<file path="src/hw/ssp_pkg.sv">
/*
 * shared constants and carriers for the stage servo pulse drive.
 * assumes a single 200 MHz clock and synchronous active-low reset.
 */
package ssp_pkg;

	// ------------------------------------------------------------
	// timing
	// ------------------------------------------------------------
	localparam int CLK_HZ       = 200_000_000;
	localparam int WIND_HZ      = 400;
	// phase clock runs at four ticks per winding cycle
	localparam int QUARTER_CYC  = CLK_HZ / (WIND_HZ * 4);
	localparam int ERR_W        = 8;
	localparam int ERR_FULL     = 127;
	localparam int POS_W        = 24;
	localparam int RAMP_W       = 8;
	localparam int HALF_CYC     = QUARTER_CYC * 2;
	localparam int RAMP_DIV     = HALF_CYC / (ERR_FULL + 1);
	localparam int RST_PULSE_W  = 1;

	// ------------------------------------------------------------
	// quadrature phase set
	// ------------------------------------------------------------
	typedef enum logic [1:0] {
		SSP_Q0,
		SSP_Q90,
		SSP_Q180,
		SSP_Q270
	} ssp_quad_e;

	typedef struct packed {
		logic ref_ph;
		logic ref_inv;
		logic sh_ph;
		logic sh_inv;
	} ssp_phase_s;

	typedef struct packed {
		logic clockwise_drive;
		logic ccw_drive;
	} ssp_dir_s;

	typedef struct packed {
		logic push_a;
		logic pull_a;
		logic push_b;
		logic pull_b;
	} ssp_wind_s;

	typedef enum logic [1:0] {
		SSP_SRC_HANDWHEEL,
		SSP_SRC_BALL,
		SSP_SRC_TRACK
	} ssp_src_e;

endpackage

</file>
<file path="src/hw/ssp_ctrl_gen.sv">
/*
 * control generator: signed error to clockwise/counterclockwise pulse.
 * assumes reset_pulse from the phase clock at 90 and 270 degrees.
 */
`timescale 1ns/1ps
module ssp_ctrl_gen #(
	parameter int ERR_W    = ssp_pkg::ERR_W,
	parameter int RAMP_DIV = ssp_pkg::RAMP_DIV
) (
	input  wire logic                    clk,
	input  wire logic                    rst_b,
	input  wire logic                    reset_pulse,
	input  wire logic signed [ERR_W-1:0] err,
	output ssp_pkg::ssp_dir_s            dir
);
	import ssp_pkg::*;

	logic [ERR_W-1:0] ramp_q;
	logic [31:0]      div_q;
	logic             tick;
	logic [ERR_W-1:0] mag;
	logic             neg;
	logic             act_q;
	logic             neg_q;
	ssp_dir_s         dir_q;

	// ------------------------------------------------------------
	// ramp
	// ------------------------------------------------------------
	assign tick = (div_q == 32'(RAMP_DIV - 1));
	assign neg  = err[ERR_W-1];
	// magnitude; most negative saturates to full scale
	assign mag  = neg ? ((err == {1'b1, {(ERR_W-1){1'b0}}}) ?
		{1'b0, {(ERR_W-1){1'b1}}} : ERR_W'(-err)) : err;

	always_ff @(posedge clk) begin
		if (!rst_b || reset_pulse || tick) begin
			div_q <= '0;
		end else begin
			div_q <= div_q + 32'd1;
		end
	end

	// restart ramp at each reset pulse
	always_ff @(posedge clk) begin
		if (!rst_b || reset_pulse) begin
			ramp_q <= '0;
		end else if (tick && !(&ramp_q)) begin
			ramp_q <= ramp_q + 1'b1;
		end
	end

	// one rising ramp compares the magnitude for both signs
	// sign picks direction, width follows magnitude
	always_ff @(posedge clk) begin
		if (!rst_b) begin
			act_q <= 1'b0;
			neg_q <= 1'b0;
		end else if (reset_pulse) begin
			act_q <= (mag != '0);
			neg_q <= neg;
		end else if (ramp_q >= mag) begin
			act_q <= 1'b0;
		end
	end

	// at most one high by construction: only one sign latched
	always_ff @(posedge clk) begin
		if (!rst_b) begin
			dir_q <= '0;
		end else begin
			dir_q.clockwise_drive <= act_q && !neg_q;
			dir_q.ccw_drive       <= act_q && neg_q;
		end
	end

	assign dir = dir_q;

endmodule

</file>
<file path="src/hw/ssp_axis.sv">
/*
 * one axis of the stage servo pulse drive: phase clock, control
 * generator(s), direction logic, error source select, position counter.
 * assumes encoder pins are asynchronous; all else on clk.
 */
// Notes on behaviour
// - four phases: 0, inverse, 90, inverse
// - phase clock at 400 Hz winding rate
// - reset pulse at 90 and 270 degrees
// - error sign is direction, magnitude speed
// - reset restarts true and inverted ramps (code restarts its single rising ramp only)
// - output high from reset until ramp reaches
// - clockwise and counterclockwise never together
// - speed set only by drive duty cycle
// - pulses gate reference or shifted pair
// - push-pull outputs carry duty unchanged
// - standard: reference winding straight from clock
// - alternative: reference modulated, two generators
// - quadrature encoder decides up or down
// - coordinate read from readout register
// - equal counts up and down per travel
// - return within two counts is accurate
// - joystick disconnects other error sources
`timescale 1ns/1ps
module ssp_axis #(
	parameter int  QUARTER_CYC = ssp_pkg::QUARTER_CYC,
	parameter int  RAMP_DIV    = ssp_pkg::RAMP_DIV,
	parameter int  ERR_W       = ssp_pkg::ERR_W,
	parameter int  POS_W       = ssp_pkg::POS_W,
	parameter bit  ALT_VARIANT = 1'b0
) (
	input  wire logic                    clk,
	input  wire logic                    rst_b,
	input  wire logic                    joystick_active,
	input  wire logic signed [ERR_W-1:0] joystick_err,
	input  wire logic signed [ERR_W-1:0] aux_err,
	input  wire logic                    readout_load,
	input  wire logic                    enc_a,
	input  wire logic                    enc_b,
	output ssp_pkg::ssp_phase_s          phase,
	output logic                         reset_pulse,
	output ssp_pkg::ssp_dir_s            dir,
	output ssp_pkg::ssp_wind_s           control_wind,
	output ssp_pkg::ssp_wind_s           ref_wind,
	output logic [POS_W-1:0]             coord,
	output logic [POS_W-1:0]             live_count
);
	import ssp_pkg::*;

	// ------------------------------------------------------------
	// helpers
	// ------------------------------------------------------------
	// quadrants step 0, 90, 180, 270 and wrap
	function automatic ssp_quad_e next_quad(input ssp_quad_e q);
		case (q)
			SSP_Q0:   return SSP_Q90;
			SSP_Q90:  return SSP_Q180;
			SSP_Q180: return SSP_Q270;
			default:  return SSP_Q0;
		endcase
	endfunction

	// a square wave is high in two named quadrants
	function automatic logic quad_high(input ssp_quad_e q,
		input ssp_quad_e hi_a, input ssp_quad_e hi_b);
		return (q == hi_a) || (q == hi_b);
	endfunction

	// hold the last level until stages two and three agree, so a
	// metastable first stage never reaches the decoder
	function automatic logic sync_pick(input logic [2:0] sy,
		input logic held);
		return (sy[1] == sy[2]) ? sy[2] : held;
	endfunction

	// ------------------------------------------------------------
	// phase clock
	// ------------------------------------------------------------
	logic [31:0]  qdiv_q;
	ssp_quad_e    quad_q;
	logic         qtick;
	logic         ref_hi;
	logic         sh_hi;
	logic         half_start;
	logic         rst_pulse_q;
	ssp_phase_s   phase_q;

	assign qtick = (qdiv_q == 32'(QUARTER_CYC - 1));

	always_ff @(posedge clk) begin
		if (!rst_b || qtick) begin
			qdiv_q <= '0;
		end else begin
			qdiv_q <= qdiv_q + 32'd1;
		end
	end

	always_ff @(posedge clk) begin
		if (!rst_b) begin
			quad_q <= SSP_Q0;
		end else if (qtick) begin
			quad_q <= next_quad(quad_q);
		end
	end

	// reference high 0..180, shifted pair lags by a quarter
	assign ref_hi     = quad_high(quad_q, SSP_Q0, SSP_Q90);
	assign sh_hi      = quad_high(quad_q, SSP_Q90, SSP_Q180);
	// leaving 0 or 180 is entering 90 or 270
	assign half_start = qtick && quad_high(quad_q, SSP_Q0, SSP_Q180);

	always_ff @(posedge clk) begin
		if (!rst_b) begin
			phase_q <= '0;
		end else begin
			phase_q.ref_ph  <= ref_hi;
			phase_q.ref_inv <= !ref_hi;
			phase_q.sh_ph   <= sh_hi;
			phase_q.sh_inv  <= !sh_hi;
		end
	end

	// entering 90 or 270 degrees; one clock wide
	always_ff @(posedge clk) begin
		if (!rst_b) begin
			rst_pulse_q <= 1'b0;
		end else begin
			rst_pulse_q <= half_start;
		end
	end

	assign phase       = phase_q;
	assign reset_pulse = rst_pulse_q;

	// ------------------------------------------------------------
	// error source select
	// ------------------------------------------------------------
	logic signed [ERR_W-1:0] err_sel;
	logic signed [ERR_W-1:0] err_q;

	// joystick cuts out handwheel and ball sources
	assign err_sel = joystick_active ? joystick_err : aux_err;

	always_ff @(posedge clk) begin
		if (!rst_b) begin
			err_q <= '0;
		end else begin
			err_q <= err_sel;
		end
	end

	// ------------------------------------------------------------
	// control generators
	// ------------------------------------------------------------
	ssp_dir_s dir_ctl;
	ssp_dir_s dir_ref;

	ssp_ctrl_gen #(
		.ERR_W    (ERR_W),
		.RAMP_DIV (RAMP_DIV)
	) u_gen_ctl (
		.clk         (clk),
		.rst_b       (rst_b),
		.reset_pulse (rst_pulse_q),
		.err         (err_q),
		.dir         (dir_ctl)
	);

	// second generator only in the alternative variant
	generate
		if (ALT_VARIANT) begin : g_alt
			ssp_ctrl_gen #(
				.ERR_W    (ERR_W),
				.RAMP_DIV (RAMP_DIV)
			) u_gen_ref (
				.clk         (clk),
				.rst_b       (rst_b),
				.reset_pulse (rst_pulse_q),
				.err         (err_q),
				.dir         (dir_ref)
			);
		end else begin : g_std
			assign dir_ref = '0;
		end
	endgenerate

	assign dir = dir_ctl;

	// ------------------------------------------------------------
	// direction logic
	// ------------------------------------------------------------
	// cw gates reference pair, ccw gates shifted pair, so the control
	// winding leads or lags; duty from the generator passes unchanged
	logic      cw_on;
	logic      ccw_on;
	logic      any_on;
	logic      src_a;
	logic      src_b;
	ssp_wind_s cw_q;
	ssp_wind_s rw_q;

	assign cw_on  = dir_ctl.clockwise_drive;
	assign ccw_on = dir_ctl.ccw_drive;
	assign any_on = cw_on || ccw_on;
	assign src_a  = cw_on ? phase_q.ref_ph : phase_q.sh_ph;
	assign src_b  = cw_on ? phase_q.ref_inv : phase_q.sh_inv;

	// push-pull pair, both low when idle
	always_ff @(posedge clk) begin
		if (!rst_b) begin
			cw_q <= '0;
		end else begin
			cw_q.push_a <= any_on && src_a;
			cw_q.pull_a <= any_on && !src_a;
			cw_q.push_b <= any_on && src_b;
			cw_q.pull_b <= any_on && !src_b;
		end
	end

	logic ref_gate;
	assign ref_gate = ALT_VARIANT ?
		(dir_ref.clockwise_drive || dir_ref.ccw_drive) : 1'b1;

	// standard: reference winding straight from the clock
	always_ff @(posedge clk) begin
		if (!rst_b) begin
			rw_q <= '0;
		end else begin
			rw_q.push_a <= ref_gate && phase_q.ref_ph;
			rw_q.pull_a <= ref_gate && !phase_q.ref_ph;
			rw_q.push_b <= ref_gate && phase_q.ref_inv;
			rw_q.pull_b <= ref_gate && !phase_q.ref_inv;
		end
	end

	assign control_wind = cw_q;
	assign ref_wind     = rw_q;

	// ------------------------------------------------------------
	// encoder input and position counter
	// ------------------------------------------------------------
	logic [2:0]       a_sy_q;
	logic [2:0]       b_sy_q;
	logic             a_q;
	logic             b_q;
	logic             a_new;
	logic             b_new;
	logic             a_chg;
	logic             b_chg;
	logic             step;
	logic             up;
	logic [POS_W-1:0] cnt_q;
	logic [POS_W-1:0] coord_q;

	always_ff @(posedge clk) begin
		if (!rst_b) begin
			a_sy_q <= '0;
			b_sy_q <= '0;
		end else begin
			a_sy_q <= {a_sy_q[1:0], enc_a};
			b_sy_q <= {b_sy_q[1:0], enc_b};
		end
	end

	// accept a level only once stages two and three agree
	assign a_new = sync_pick(a_sy_q, a_q);
	assign b_new = sync_pick(b_sy_q, b_q);

	always_ff @(posedge clk) begin
		if (!rst_b) begin
			a_q <= 1'b0;
			b_q <= 1'b0;
		end else begin
			a_q <= a_new;
			b_q <= b_new;
		end
	end

	// full x4 decode: every single-pin edge counts, symmetric both ways
	assign a_chg = (a_new != a_q);
	assign b_chg = (b_new != b_q);
	assign step  = a_chg ^ b_chg;
	assign up    = a_chg ? (a_new != b_q) : (b_new == a_q);

	// a double edge is dropped rather than guessed; keeps drift
	// within the return tolerance
	always_ff @(posedge clk) begin
		if (!rst_b) begin
			cnt_q <= '0;
		end else if (step) begin
			cnt_q <= up ? cnt_q + 1'b1 : cnt_q - 1'b1;
		end
	end

	// coordinate comes from readout register, not counter
	always_ff @(posedge clk) begin
		if (!rst_b) begin
			coord_q <= '0;
		end else if (readout_load) begin
			coord_q <= cnt_q;
		end
	end

	assign coord      = coord_q;
	assign live_count = cnt_q;

endmodule

</file>
<file path="config.mk">
export PLATFORM = sky130hd
export DESIGN_NAME = ssp_axis
export DESIGN_NICKNAME = d
export VERILOG_FILES = /design/src/hw/ssp_pkg.sv /design/src/hw/ssp_ctrl_gen.sv /design/src/hw/ssp_axis.sv
export SDC_FILE = /design/constraint.sdc
export NUM_CORES = 1
export LEC_CHECK = 0
export BUFFER_PORTS_ARGS = -buffer_cell sky130_fd_sc_hd__buf_2
export CAP_MARGIN = 20
export CORE_AREA = 3 3 135 137
export CTS_CLUSTER_DIAMETER = 40
export DETAILED_ROUTE_END_ITERATION = 8
export DIE_AREA = 0 0 138 140
export GPL_TIMING_DRIVEN = 0
export SETUP_SLACK_MARGIN = 0.2
export SYNTH_ARGS = -nofsm -noshare
export SYNTH_HDL_FRONTEND = slang
export SYNTH_SLANG_ARGS = --single-unit
</file>
<file path="constraint.sdc">
create_clock -name clk -period 4.78 [get_ports clk]
set_input_delay 0.478 -clock clk [delete_from_list [all_inputs] [get_ports clk]]
set_output_delay 0.478 -clock clk [all_outputs]
set_load 0.02 [all_outputs]
</file>
---- Word-level counts from Yosys, hierarchy flattened ----
Cells that the tools add are included.
storage, ports and cells
  word-level logic and storage cells ...... 87
  flip-flop bits (word level) ............. 155
cells by class
  multiplexer cells ....................... 12
  reduce and logical (&&, ||, !) cells .... 28
  equality and inequality tests ........... 11
  bitwise logic cells ..................... 1
  $lt $le $gt $ge ......................... 1
  $add $sub $neg .......................... 6
operators with widths
  kind                                                                      count
  32-bit by 1-bit adder with 32-bit output (second input constant)          2
  32-bit by 11-bit equality test with 1-bit output (second input constant)  1
  32-bit by 17-bit equality test with 1-bit output (second input constant)  1
  24-bit by 1-bit adder with 24-bit output (second input constant)          1
  24-bit 2-to-1 mux                                                         1
  8-bit 2-to-1 mux                                                          3
  24-bit by 1-bit subtractor with 24-bit output (second input constant)     1
  1-bit logical NOT                                                         9
  8-bit by 1-bit adder with 8-bit output (second input constant)            1
  8-bit equality test (second input constant)                               1
  8-bit greater-or-equal comparator                                         1
  1-bit logical AND                                                         8
  8-bit negator                                                             1
  8-bit AND reduction                                                       1
  8-bit nonzero test                                                        1
  1-bit logical OR                                                          7
  1-bit 2-to-1 mux                                                          7
  2-bit case mux with 3 select lines                                        1
  1-bit equality test                                                       3
  1-bit inequality test                                                     3
  2-bit by 1-bit equality test with 1-bit output (second input constant)    1
  2-bit equality test (second input constant)                               1
  2-bit logical NOT                                                         1
  2-bit nonzero test                                                        1
  1-bit bitwise XOR                                                         1

---- Depth between registers and ports, before layout ----
Gate-level depths: netlist of the first run.
  depth after elaboration ................. 6
  mapped depth ............................ 15
  gate-level depth less buffers ........... 12

---- Hierarchy ----
Synthesis of the first run repeated with hierarchy kept, for this count alone.
second synthesis, totals
  cell total of the unflattened synthesis .. 917
  area total of the unflattened synthesis .. 7,825.0 um^2
modules (own cells, without submodules)
  module        area an instance (um^2)  instances  cells each
  ssp_axis      5,407.7                  1          630
  ssp_ctrl_gen  2,417.3                  1          287

---- Least setup slack after synthesis of the first run ----
OpenSTA, ideal clock, no wires.
  kind .................................... register to register
  from .................................... register b_sy_q[2]
  to ...................................... register cnt_q[20], in the netlist live_count[20]
  cell stages (with the launch flop) ...... 16
  data arrival time ....................... 3,581 ps
  slack ................................... 1,085 ps
  clock period less this slack ............ 3,695 ps
  setup time .............................. 115 ps
  required time ........................... 4,665 ps
  path buffers ............................ 3
  cells stage by stage .................... dfxtp_1 buf_2 nor2_1 a211oi_2 o21ai_1 buf_2 clkbuf_1 xnor2_1 ha_1 and3_1 nand3_1 nor4_1 a21oi_1 or4_1 and3_1 o21a_1
on the way
  word-level cells in the longest chain between the ends .. 5
  elaborated cells on any way between the ends .. 7
  those cells by class .................... eq/ne (3); mux (3); bitwise (1)
ends and longest elaborated chain
  what                    RTL line         source
  from (decl)             ssp_axis.sv:243  logic [2:0] b_sy_q;
  from (signal assigned)  ssp_axis.sv:261  b_sy_q <= {b_sy_q[1:0], enc_b};
  1-bit equality test     ssp_axis.sv:73   return (sy[1] == sy[2]) ? sy[2] : held;
  1-bit 2-to-1 mux *      ssp_axis.sv:73
  1-bit equality test     ssp_axis.sv:283  assign up = a_chg ? (a_new != b_q) : (b_new == a_q);
  1-bit 2-to-1 mux        ssp_axis.sv:283
  24-bit 2-to-1 mux       ssp_axis.sv:291  cnt_q <= up ? cnt_q + 1'b1 : cnt_q - 1'b1;
  to (signal assigned)    ssp_axis.sv:291
  to (decl)               ssp_axis.sv:252  logic [POS_W-1:0] cnt_q;
Every way passes the cells marked *; elsewhere a longest branch is shown, timed or not.
A chain may end at the register's enable or synchronous reset.

---- Worst setup path after layout of the first run ----
Same ends and word-level chain as after synthesis.

==> results_dict.tcl, run 1 <==
set metrics [dict create \
    status "complete, no violations" \
    core.rowCount 48 \
    yosysUniqueCellTypes 59 \
    place_inst 1181 \
    power_frac_seq_pct 48.9 \
    power.share.clock_pct 46.6 \
    drtAntennaViolNets 0 \
    cts-hold-fix-buffers 0 \
    period_needed_ps 4230 \
    syn2layout_area_growth_pct 16.3 \
    drv_cap 0 \
    drt-total-wl_mm 17.7 \
    cp-end-kind "flop" \
    yosys_warnings 0 \
    drc 0 \
    antenna_found_initial 0 \
    clockRootBuffer "clkbuf_16" \
    clockBufferDepth 2 \
    critical_path_class "flop to flop" \
    grt_max_degree 17 \
    grt_pass1_wl_mm 30.0 \
    htreeDepth 4 \
    hold_ws_ps 280 \
    fmax_mhz 236 \
    rrSetupSlack_ps 550 \
    ys_seq_elements 155 \
    firstDrtPassIters 5 \
    p_int_w 0.00208 \
    rr_startpoint "b_sy_q[2]" \
    fin_crit_sh_pct 88.5 \
    power_frac_comb_pct 4.5 \
    cts_tree "done" \
    crit_required_ps 5090 \
    yosys_most_used_dff "dfxtp_1" \
    cts_setup_buffers 0 \
    grtUsageTotal_pct 18.6 \
    avgSynthCellArea_um2 8.74 \
    pin_count 85 \
    antennaDiodeCount 0 \
    initial_core_util_pct 44.5 \
    numPortBuffers 82 \
    dieArea_mm2 0.0193 \
    swShare_pct 22.8 \
    clk_pin_slew_ps 60 \
    max-slew-margin-rel_pct 47.9 \
    switchingPower_w 0.000615 \
    cts_buffers 17 \
    nNetsFinal 1014 \
    vdd_drop_max_mv 0.248 \
    synth_cells 874 \
    critical_path_arrival_ps 4540 \
    drive_gt1_share_pct 14.5 \
    slew_viol_final 0 \
    async_flop_share_pct 0 \
    core_mm2 0.0172 \
    overflow 0 \
    netlist_area_mm2 0.00764 \
    skew_ps 7.23 \
    dieWidth_um 138 \
    fin_tns_setup_ps 0 \
    rsz0062_at_grt "no" \
    cellPowerDensity_mw_per_mm2 303 \
    grt_pass1_vias 6053 \
    path_max_fanout 10 \
    synth_edf_count 0 \
    die_y_um 140 \
    crit_start "b_sy_q[2]" \
    dp_hpwl_mm 12.9 \
    place.gp.congestion 0.827 \
    clk_latency_ps 420 \
    drt-initial-drc-count 357 \
    setup_viol 0 \
    ys_seq_area_share_pct 40.6 \
    crit_path_start_kind "flop" \
    min_from "enc_b" \
    power.leakage_nw 3.65 \
    viasPerCell 5.22 \
    fin_cells 1213 \
    tightest_slew_ps 775 \
    worst_hold_path_type "primary input to flop" \
    wire_per_inst_um 14.6 \
    route.vias.total 6333 \
    cts_sinks 155 \
    synth_fp_nets 913 \
    hold_viol 0 \
]
[registers in the layout, summed over array words and instances (netlist names), 3 cells and up]
| register | count |
|---|---|
| a_sy_q | 3 |
| b_sy_q | 3 |
| control_wind | 4 |
| coord | 24 |
| err_q | 8 |
| live_count | 24 |
| phase | 4 |
| qdiv_q | 32 |
| ref_wind | 4 |
| u_gen_ctl.div_q | 32 |
| u_gen_ctl.ramp_q | 8 |
[stage by stage]
step	util (%)	cell area, µm²	total power, W	setup WS, ps
3_3_place_gp	48.5	8330	0.00147	205
5_1_grt	51.7	8890	0.00280	283
6_report	51.7	8890	0.00270	549
3_5_place_dp	48.5	8330	0.00147	241
2_1_floorplan	-	7640	0.00143	1080
4_1_cts	51.7	8880	0.00273	352
[cells in the mapped netlist, types with 5 or more instances]
library cell	count	area, µm²
nor2b_1	46	288
and2_1	29	181
and3_1	23	144
nor4_1	22	138
o21ai_1	7	35.0
a21oi_1	24	120
nor3_1	16	80.1
o21ai_0	16	80.1
or3_1	18	113
xnor2_1	27	236
nand2_1	56	210
nor2_1	92	345
or4_1	10	75.1
dfxtp_1	155	3100
nand3_1	42	210
inv_1	17	63.8
o211ai_1	7	52.6
nand2b_1	10	62.6
and4_1	6	52.6
buf_2	11	55.1
nand4_1	22	138
xor2_1	58	508
mux2i_1	42	420
clkbuf_1	37	139
nor3b_1	5	37.5
ha_1	17	213
[critical path, cell delays in order, from the launching register on]
cell and delay, ps:
dfxtp_1 290, buf_2 170, nor2_1 280, a211oi_2 150, o21ai_1 290, buf_2 290
clkbuf_2 320, xnor2_1 160, ha_1 310, and3_1 220, nand3_1 150, nor4_2 490
a21oi_1 120, or4_1 520, and3_1 190, o21a_1 170
[power by group through the flow]
stage | registers, W | clock network (W) | logic, W
after floorplan | 0.00135 | 0 | 0.0000833
after global placement | 0.00135 | 0 | 0.000123
after detailed placement | 0.00135 | 0 | 0.000123
after CTS | 0.00132 | 0.00129 | 0.000124
after global routing | 0.00132 | 0.00134 | 0.000139
final | 0.00132 | 0.00126 | 0.000122
[per-layer routing]
layer	track usage, %	vias to the layer above	part of all wire [%]
met1	24.0	2941	46
li1	-	3244	-
met5	0	-	0
met4	6.76	0	1.6
met2	30.8	124	48
met3	4.17	24	4.4
[logic make-up (layout without fill, tap and decap cells)]
group                    count (synthesis)  after routing  synth area share, %
multiplexers                            43             43                 5.65
buffers and inverters                   69            183                 3.67
XOR/XNOR                                85             85                 9.74
adder cells (fa/ha/maj)                 17             17                 2.78
flip-flops                             155            155                 40.6
AND/OR/NAND/NOR                        416            416                 29.8
AO/OA/AOI/OAI                           89             89                 7.75
[layout make-up]
type | instances | area (µm²)
repair buffers | 82 | 410
clock buffers | 20 | 447
well taps | 225 | 282
fillers | 1743 | 8290
multi-input cells | 650 | 4260
clock inverters | 12 | 98.8
plain buffers | 52 | 218
inverters | 17 | 63.8
flip-flops and latches | 155 | 3100
[what timing repair did]
action,4_1_cts,5_1_grt
gates cloned,0,0
endpoints found under the setup margin,1,3
gates resized for setup,1,2
[cell usage in the layout, fill, tap and decap left out, types with 10 or more instances in the layout]
| master | instances |
|---|---|
| or4_1 | 10 |
| nor2b_1 | 46 |
| and3_1 | 23 |
| buf_2 | 93 |
| nand2b_1 | 10 |
| nand3_1 | 42 |
| xor2_1 | 58 |
| dfxtp_1 | 155 |
| inv_1 | 17 |
| a21oi_1 | 24 |
| o21ai_0 | 16 |
| or3_1 | 18 |
| nor4_1 | 21 |
| mux2i_1 | 42 |
| xnor2_1 | 27 |
| nor2_1 | 92 |
| nor3_1 | 16 |
| clkbuf_1 | 38 |
| ha_1 | 17 |
| and2_1 | 29 |
| nand2_1 | 56 |
| nand4_1 | 22 |
| clkbuf_16 | 17 |
[final timing paths]
check	end	cells past startpoint
hold reg to reg	b_sy_q[1]	1
setup / recovery	live_count[20]	15
hold / removal	b_sy_q[0]	2
setup reg to reg	live_count[20]	15
No activity file was read; power rests on OpenSTA's default activity.
==> run 2, diff against run 1 <==
Settings changed: CTS_CLUSTER_DIAMETER 40 to 50, REMOVE_ABC_BUFFERS set to 1.
==> run 2 against run 1 <==
Effect of this change: sequential cell count stayed put; setup slack improved by 120 ps; cell area down 0.59%; wire length down 8.6%; clock power rose by 11%; first-iteration DRC count is 19% higher; clock skew shrank 1.6 ps; cell count fell by 3.7%; largest power group is now clock.
==> results_dict.tcl, run 2 (synthesis results as in run 1) <==
set metrics [dict create \
    rsz0062_at_grt "no" \
    critical_path_arrival_ps 4430 \
    clk_pin_slew_ps 60 \
    antenna_found_initial 0 \
    dieWidth_um 138 \
    cts_sinks 155 \
    nNetsFinal 969 \
    route.vias.total 6146 \
    crit_path_start_kind "flop" \
    path_max_fanout 16 \
    core.rowCount 48 \
    fin_crit_sh_pct 86.1 \
    clk_latency_ps 430 \
    pin_count 85 \
    cts_tree "done" \
    crit_top_cell "and3_1" \
    fin_ws_ps 666 \
    path_buf_inv 1 \
    syn2layout_area_growth_pct 15.6 \
    hold_viol 0 \
    crit_start "b_sy_q[1]" \
    grt_pass1_wl_mm 27.6 \
    drive_gt1_share_pct 14.7 \
    clockRootBuffer "clkbuf_16" \
    worstPathCellList "nor2_1 > a211oi_2 > o21ai_4 > buf_6 > xnor2_1 > ha_1 > and3_1 > nand3_1 > nor4_1 > a21oi_1 > or4_1 > and3_1 > o21a_1" \
    dp_hpwl_mm 11.2 \
    setup_viol 0 \
    critPathSlowestCell "nor4_1" \
    grt_pass1_vias 5572 \
    cp-end-kind "flop" \
    final_cell_mix "155 x dfxtp_1, 92 x nor2_1, 84 x buf_2, 58 x xor2_1, 56 x nand2_1" \
    layout_commonest_cell "dfxtp_1" \
    viasPerCell 5.26 \
    cts-hold-fix-buffers 0 \
    clockBufferDepth 2 \
    cellPowerDensity_mw_per_mm2 320 \
    vdd_drop_max_mv 0.247 \
    drt-initial-drc-count 424 \
    drtAntennaViolNets 0 \
    drt-total-wl_mm 16.2 \
    fill_cells 1670 \
    slew_viol_final 0 \
    status "complete, no violations" \
    drv_cap 0 \
    power.leakage_nw 3.63 \
    finalCoreUtilization_pct 51.4 \
    core_mm2 0.0172 \
    fmax_mhz 243 \
    numPortBuffers 84 \
    skew_ps 5.65 \
    crit_required_ps 5100 \
    period_needed_ps 4110 \
    critPathMaxStageDelay_ps 610 \
    htreeDepth 4 \
    critical_path_class "flop to flop" \
    cts_buffers 17 \
    dp_slack_ps 545 \
    die_y_um 140 \
    rr_startpoint "b_sy_q[1]" \
    reg.largest.list "qdiv_q: 32 flops, u_gen_ctl.div_q: 32 flops" \
    worst_hold_path_type "primary input to flop" \
    firstDrtPassIters 5 \
    wire_per_inst_um 13.9 \
    dieArea_mm2 0.0193 \
    hold_ws_ps 255 \
    min_from "enc_b" \
    max-slew-margin-rel_pct 44.4 \
    crit_family "simple AND/OR/NAND/NOR gates" \
    grtUsageTotal_pct 17.0 \
    tightest_slew_ps 830 \
    drc 0 \
    overflow 0 \
    grt_max_degree 59 \
    place.gp.congestion 0.812 \
    antennaDiodeCount 0 \
    initial_core_util_pct 44.5 \
]
run 2: changes by cell type in the layout (fill, tap and decap cells not counted), sizes merged:
cell,delta
clkinv,-2
inv,+2
clkbuf,-37
clkinvlp,-2
bufinv,+2
buf,-8
run 2: final timing paths:
kind                                    endpoint  slack [ps]  cells after the start
worst max-delay path              live_count[20]         670                     13
worst min-delay path                   b_sy_q[0]         250                      2
worst max register to register    live_count[20]         670                     13
worst min register to register  u_gen_ctl.dir[1]         440                      2
run 2: layer usage:
metal,vias up,part of all wire (%),global-route usage (%)
li1,3165,-,-
met1,2818,49,22.7
met2,137,45,26.8
met3,26,4.5,3.89
met4,0,2.0,6.76
met5,-,0,0
run 2: power breakdown:
group / internal (W) / total [W] / switching (W)
clock network: 0.000855 / 0.00140 / 0.000543
logic: 0.0000497 / 0.000112 / 0.0000627
registers: 0.00131 / 0.00132 / 0.0000145
run 2: per-stage QoR:
| step | instance area, µm² | TNS [ps] | total power [W] | std cells |
|---|---|---|---|---|
| after global routing | 8830 | 0 | 0.00295 | 1168 |
| final | 8830 | 0 | 0.00283 | 1168 |
| after global placement | 8130 | -547 | 0.00146 | 1131 |
| after detailed placement | 8210 | 0 | 0.00146 | 1136 |
| after floorplan | 7420 | 0 | 0.00141 | 822 |
| after CTS | 8830 | 0 | 0.00287 | 1168 |
run 2: layout make-up:
cell class | instances | area [µm²] | area share, %
multi-input cells | 650 | 4280 | 48.4
flip-flops and latches | 155 | 3100 | 35.1
repair buffers | 89 | 489 | 5.54
clock buffers | 20 | 457 | 5.17
well taps | 225 | 282 | 3.19
clock inverters | 12 | 163 | 1.84
inverters | 17 | 63.8 | 0.722
run 2: timing repair:
action / in CTS / in global routing
gates resized for setup: 0 / 1
endpoints found under the setup margin: 0 / 1
buffers inserted: 0 / 0
==> run 3, diff against run 2 <==
==> constraint.sdc (replaced) <==
create_clock -name clk -period 4.78 [get_ports clk]
set_input_delay 0.239 -clock clk [delete_from_list [all_inputs] [get_ports clk]]
set_output_delay 0.239 -clock clk [all_outputs]
set_load 0.02 [all_outputs]
==> run 3 against run 2 <==
Effect of this change: cell count grew 0.17%; power about the same; setup slack improved by 11 ps; via count shrank 0.31%; cell area grew 0.23%; clock power about the same; global-route usage unchanged; clock skew is essentially flat; die area unchanged.
==> results_dict.tcl, run 3 (synthesis results as in run 1) <==
set metrics [dict create \
    period_needed_ps 4100 \
    r2r_end "live_count[20]" \
    overflow 0 \
    pin_count 85 \
    clk_latency_ps 430 \
    firstDrtPassIters 4 \
    layout_commonest_cell "dfxtp_1" \
    worst_hold_path_type "primary input to flop" \
    rr_worst_depth 13 \
    slew_viol_final 0 \
    antenna_found_initial 0 \
    cts_buffers 17 \
    dieArea_mm2 0.0193 \
    endpoint "live_count[20]" \
    dp_hpwl_mm 11.2 \
    antennaDiodeCount 0 \
    drive_gt1_share_pct 14.7 \
    place.gp.congestion 0.812 \
    max-slew-margin-rel_pct 43.7 \
    fill_cells 1668 \
    dieWidth_um 138 \
    drt-initial-drc-count 402 \
    power.leakage_nw 3.64 \
    drv_cap 0 \
    syn2layout_area_growth_pct 15.9 \
    path_max_fanout 16 \
    critical_path_class "flop to flop" \
    crit_start "b_sy_q[1]" \
    skew_ps 5.71 \
    final_cell_mix "155 x dfxtp_1, 92 x nor2_1, 84 x buf_2, 58 x xor2_1, 56 x nand2_1" \
    drtAntennaViolNets 0 \
    rr_startpoint "b_sy_q[1]" \
    clockRootBuffer "clkbuf_16" \
    cp-end-kind "flop" \
    clk_pin_slew_ps 60 \
    cts_sinks 155 \
    fmax_mhz 244 \
    cellPowerDensity_mw_per_mm2 320 \
    route.vias.total 6127 \
    cts_setup_buffers 0 \
    wire_per_inst_um 13.9 \
    nNetsFinal 971 \
    critical_path_arrival_ps 4420 \
    drc 0 \
    place_inst 1136 \
    fin_crit_sh_pct 85.8 \
    cts_tree "done" \
    core.rowCount 48 \
    viasPerCell 5.24 \
    core_mm2 0.0172 \
    grt_pass1_vias 5572 \
    grt_pass1_wl_mm 27.6 \
    crit_required_ps 5100 \
    numPortBuffers 84 \
    fin_cells 1170 \
    rsz0062_at_grt "no" \
    crit_path_start_kind "flop" \
    grtUsageTotal_pct 17.0 \
    drt-total-wl_mm 16.2 \
    clockBufferDepth 2 \
    hold_viol 0 \
    tightest_slew_ps 840 \
    rrSetupSlack_ps 680 \
    grt_max_degree 59 \
    die_y_um 140 \
    status "complete, no violations" \
    finalCoreUtilization_pct 51.5 \
    initial_core_util_pct 44.5 \
    reg.largest.list "qdiv_q: 32 flops, u_gen_ctl.div_q: 32 flops" \
    setup_viol 0 \
    htreeDepth 4 \
    vdd_drop_max_mv 0.247 \
]
[run 3: changes by cell type in the layout (fill, tap and decap cells not counted), sizes merged]
cell	previous run	this run
dlygate4sd3	0	2
[run 3: what timing repair did]
action / CTS / global route
hold endpoints to repair: 2 / 0
hold buffers: 2 / 0
endpoints found under the setup margin: 0 / 1
resized for setup: 0 / 1
[run 3: final cells by class]
cell class              count  area, µm²  share of cell area [%]
flip-flops and latches    155       3100                    35.0
multi-input cells         650       4280                    48.3
clock inverters            12        163                    1.84
repair buffers             91        509                    5.75
well taps                 225        282                    3.18
inverters                  17       63.8                   0.721
clock buffers              20        457                    5.16
[run 3: layer usage]
layer / vias up / GRT usage (%) / wire length [µm]
met5: - / 0 / 0
met2: 122 / 26.8 / 7270
met1: 2815 / 22.7 / 7950
met3: 24 / 3.89 / 689
met4: 0 / 6.76 / 309
li1: 3166 / - / -
[run 3: worst min-delay path by stage]
stage,from,endpoint,cells past startpoint
3_5_place_dp,a_sy_q[0],a_sy_q[1],1
6_report,aux_err[2],err_q[2],3
2_1_floorplan,rst_b,phase[3],1
3_3_place_gp,a_sy_q[0],a_sy_q[1],1
4_1_cts,aux_err[2],err_q[2],3
5_1_grt,aux_err[2],err_q[2],3
[run 3: critical path, stage by stage (launching register included)]
cell	delay, ps
dfxtp_1	430
nor2_1	310
a211oi_2	170
o21ai_4	430
buf_6	230
xnor2_1	130
ha_1	320
and3_1	210
nand3_1	120
nor4_1	600
a21oi_1	150
or4_1	530
and3_1	190
o21a_1	170
[run 3: where the power goes]
group | switching [W] | total [W] | internal [W]
sequential | 0.0000145 | 0.00132 | 0.00131
combinational | 0.0000630 | 0.000114 | 0.0000508
clock | 0.000544 | 0.00140 | 0.000855
total | 0.000622 | 0.00283 | 0.00221
[run 3: per-stage QoR]
| step | worst slack, ps | power, W | cell area [µm²] | hold slack [ps] | setup TNS [ps] |
|---|---|---|---|---|---|
| after floorplan | 712 | 0.00141 | 7420 | 356 | 0 |
| after global placement | -304 | 0.00146 | 8130 | 418 | -547 |
| after detailed placement | 545 | 0.00146 | 8210 | 421 | 0 |
| after CTS | 504 | 0.00287 | 8850 | 42.5 | 0 |
| after global routing | 357 | 0.00295 | 8850 | 66.6 | 0 |
| final | 677 | 0.00283 | 8850 | 57.1 | 0 |
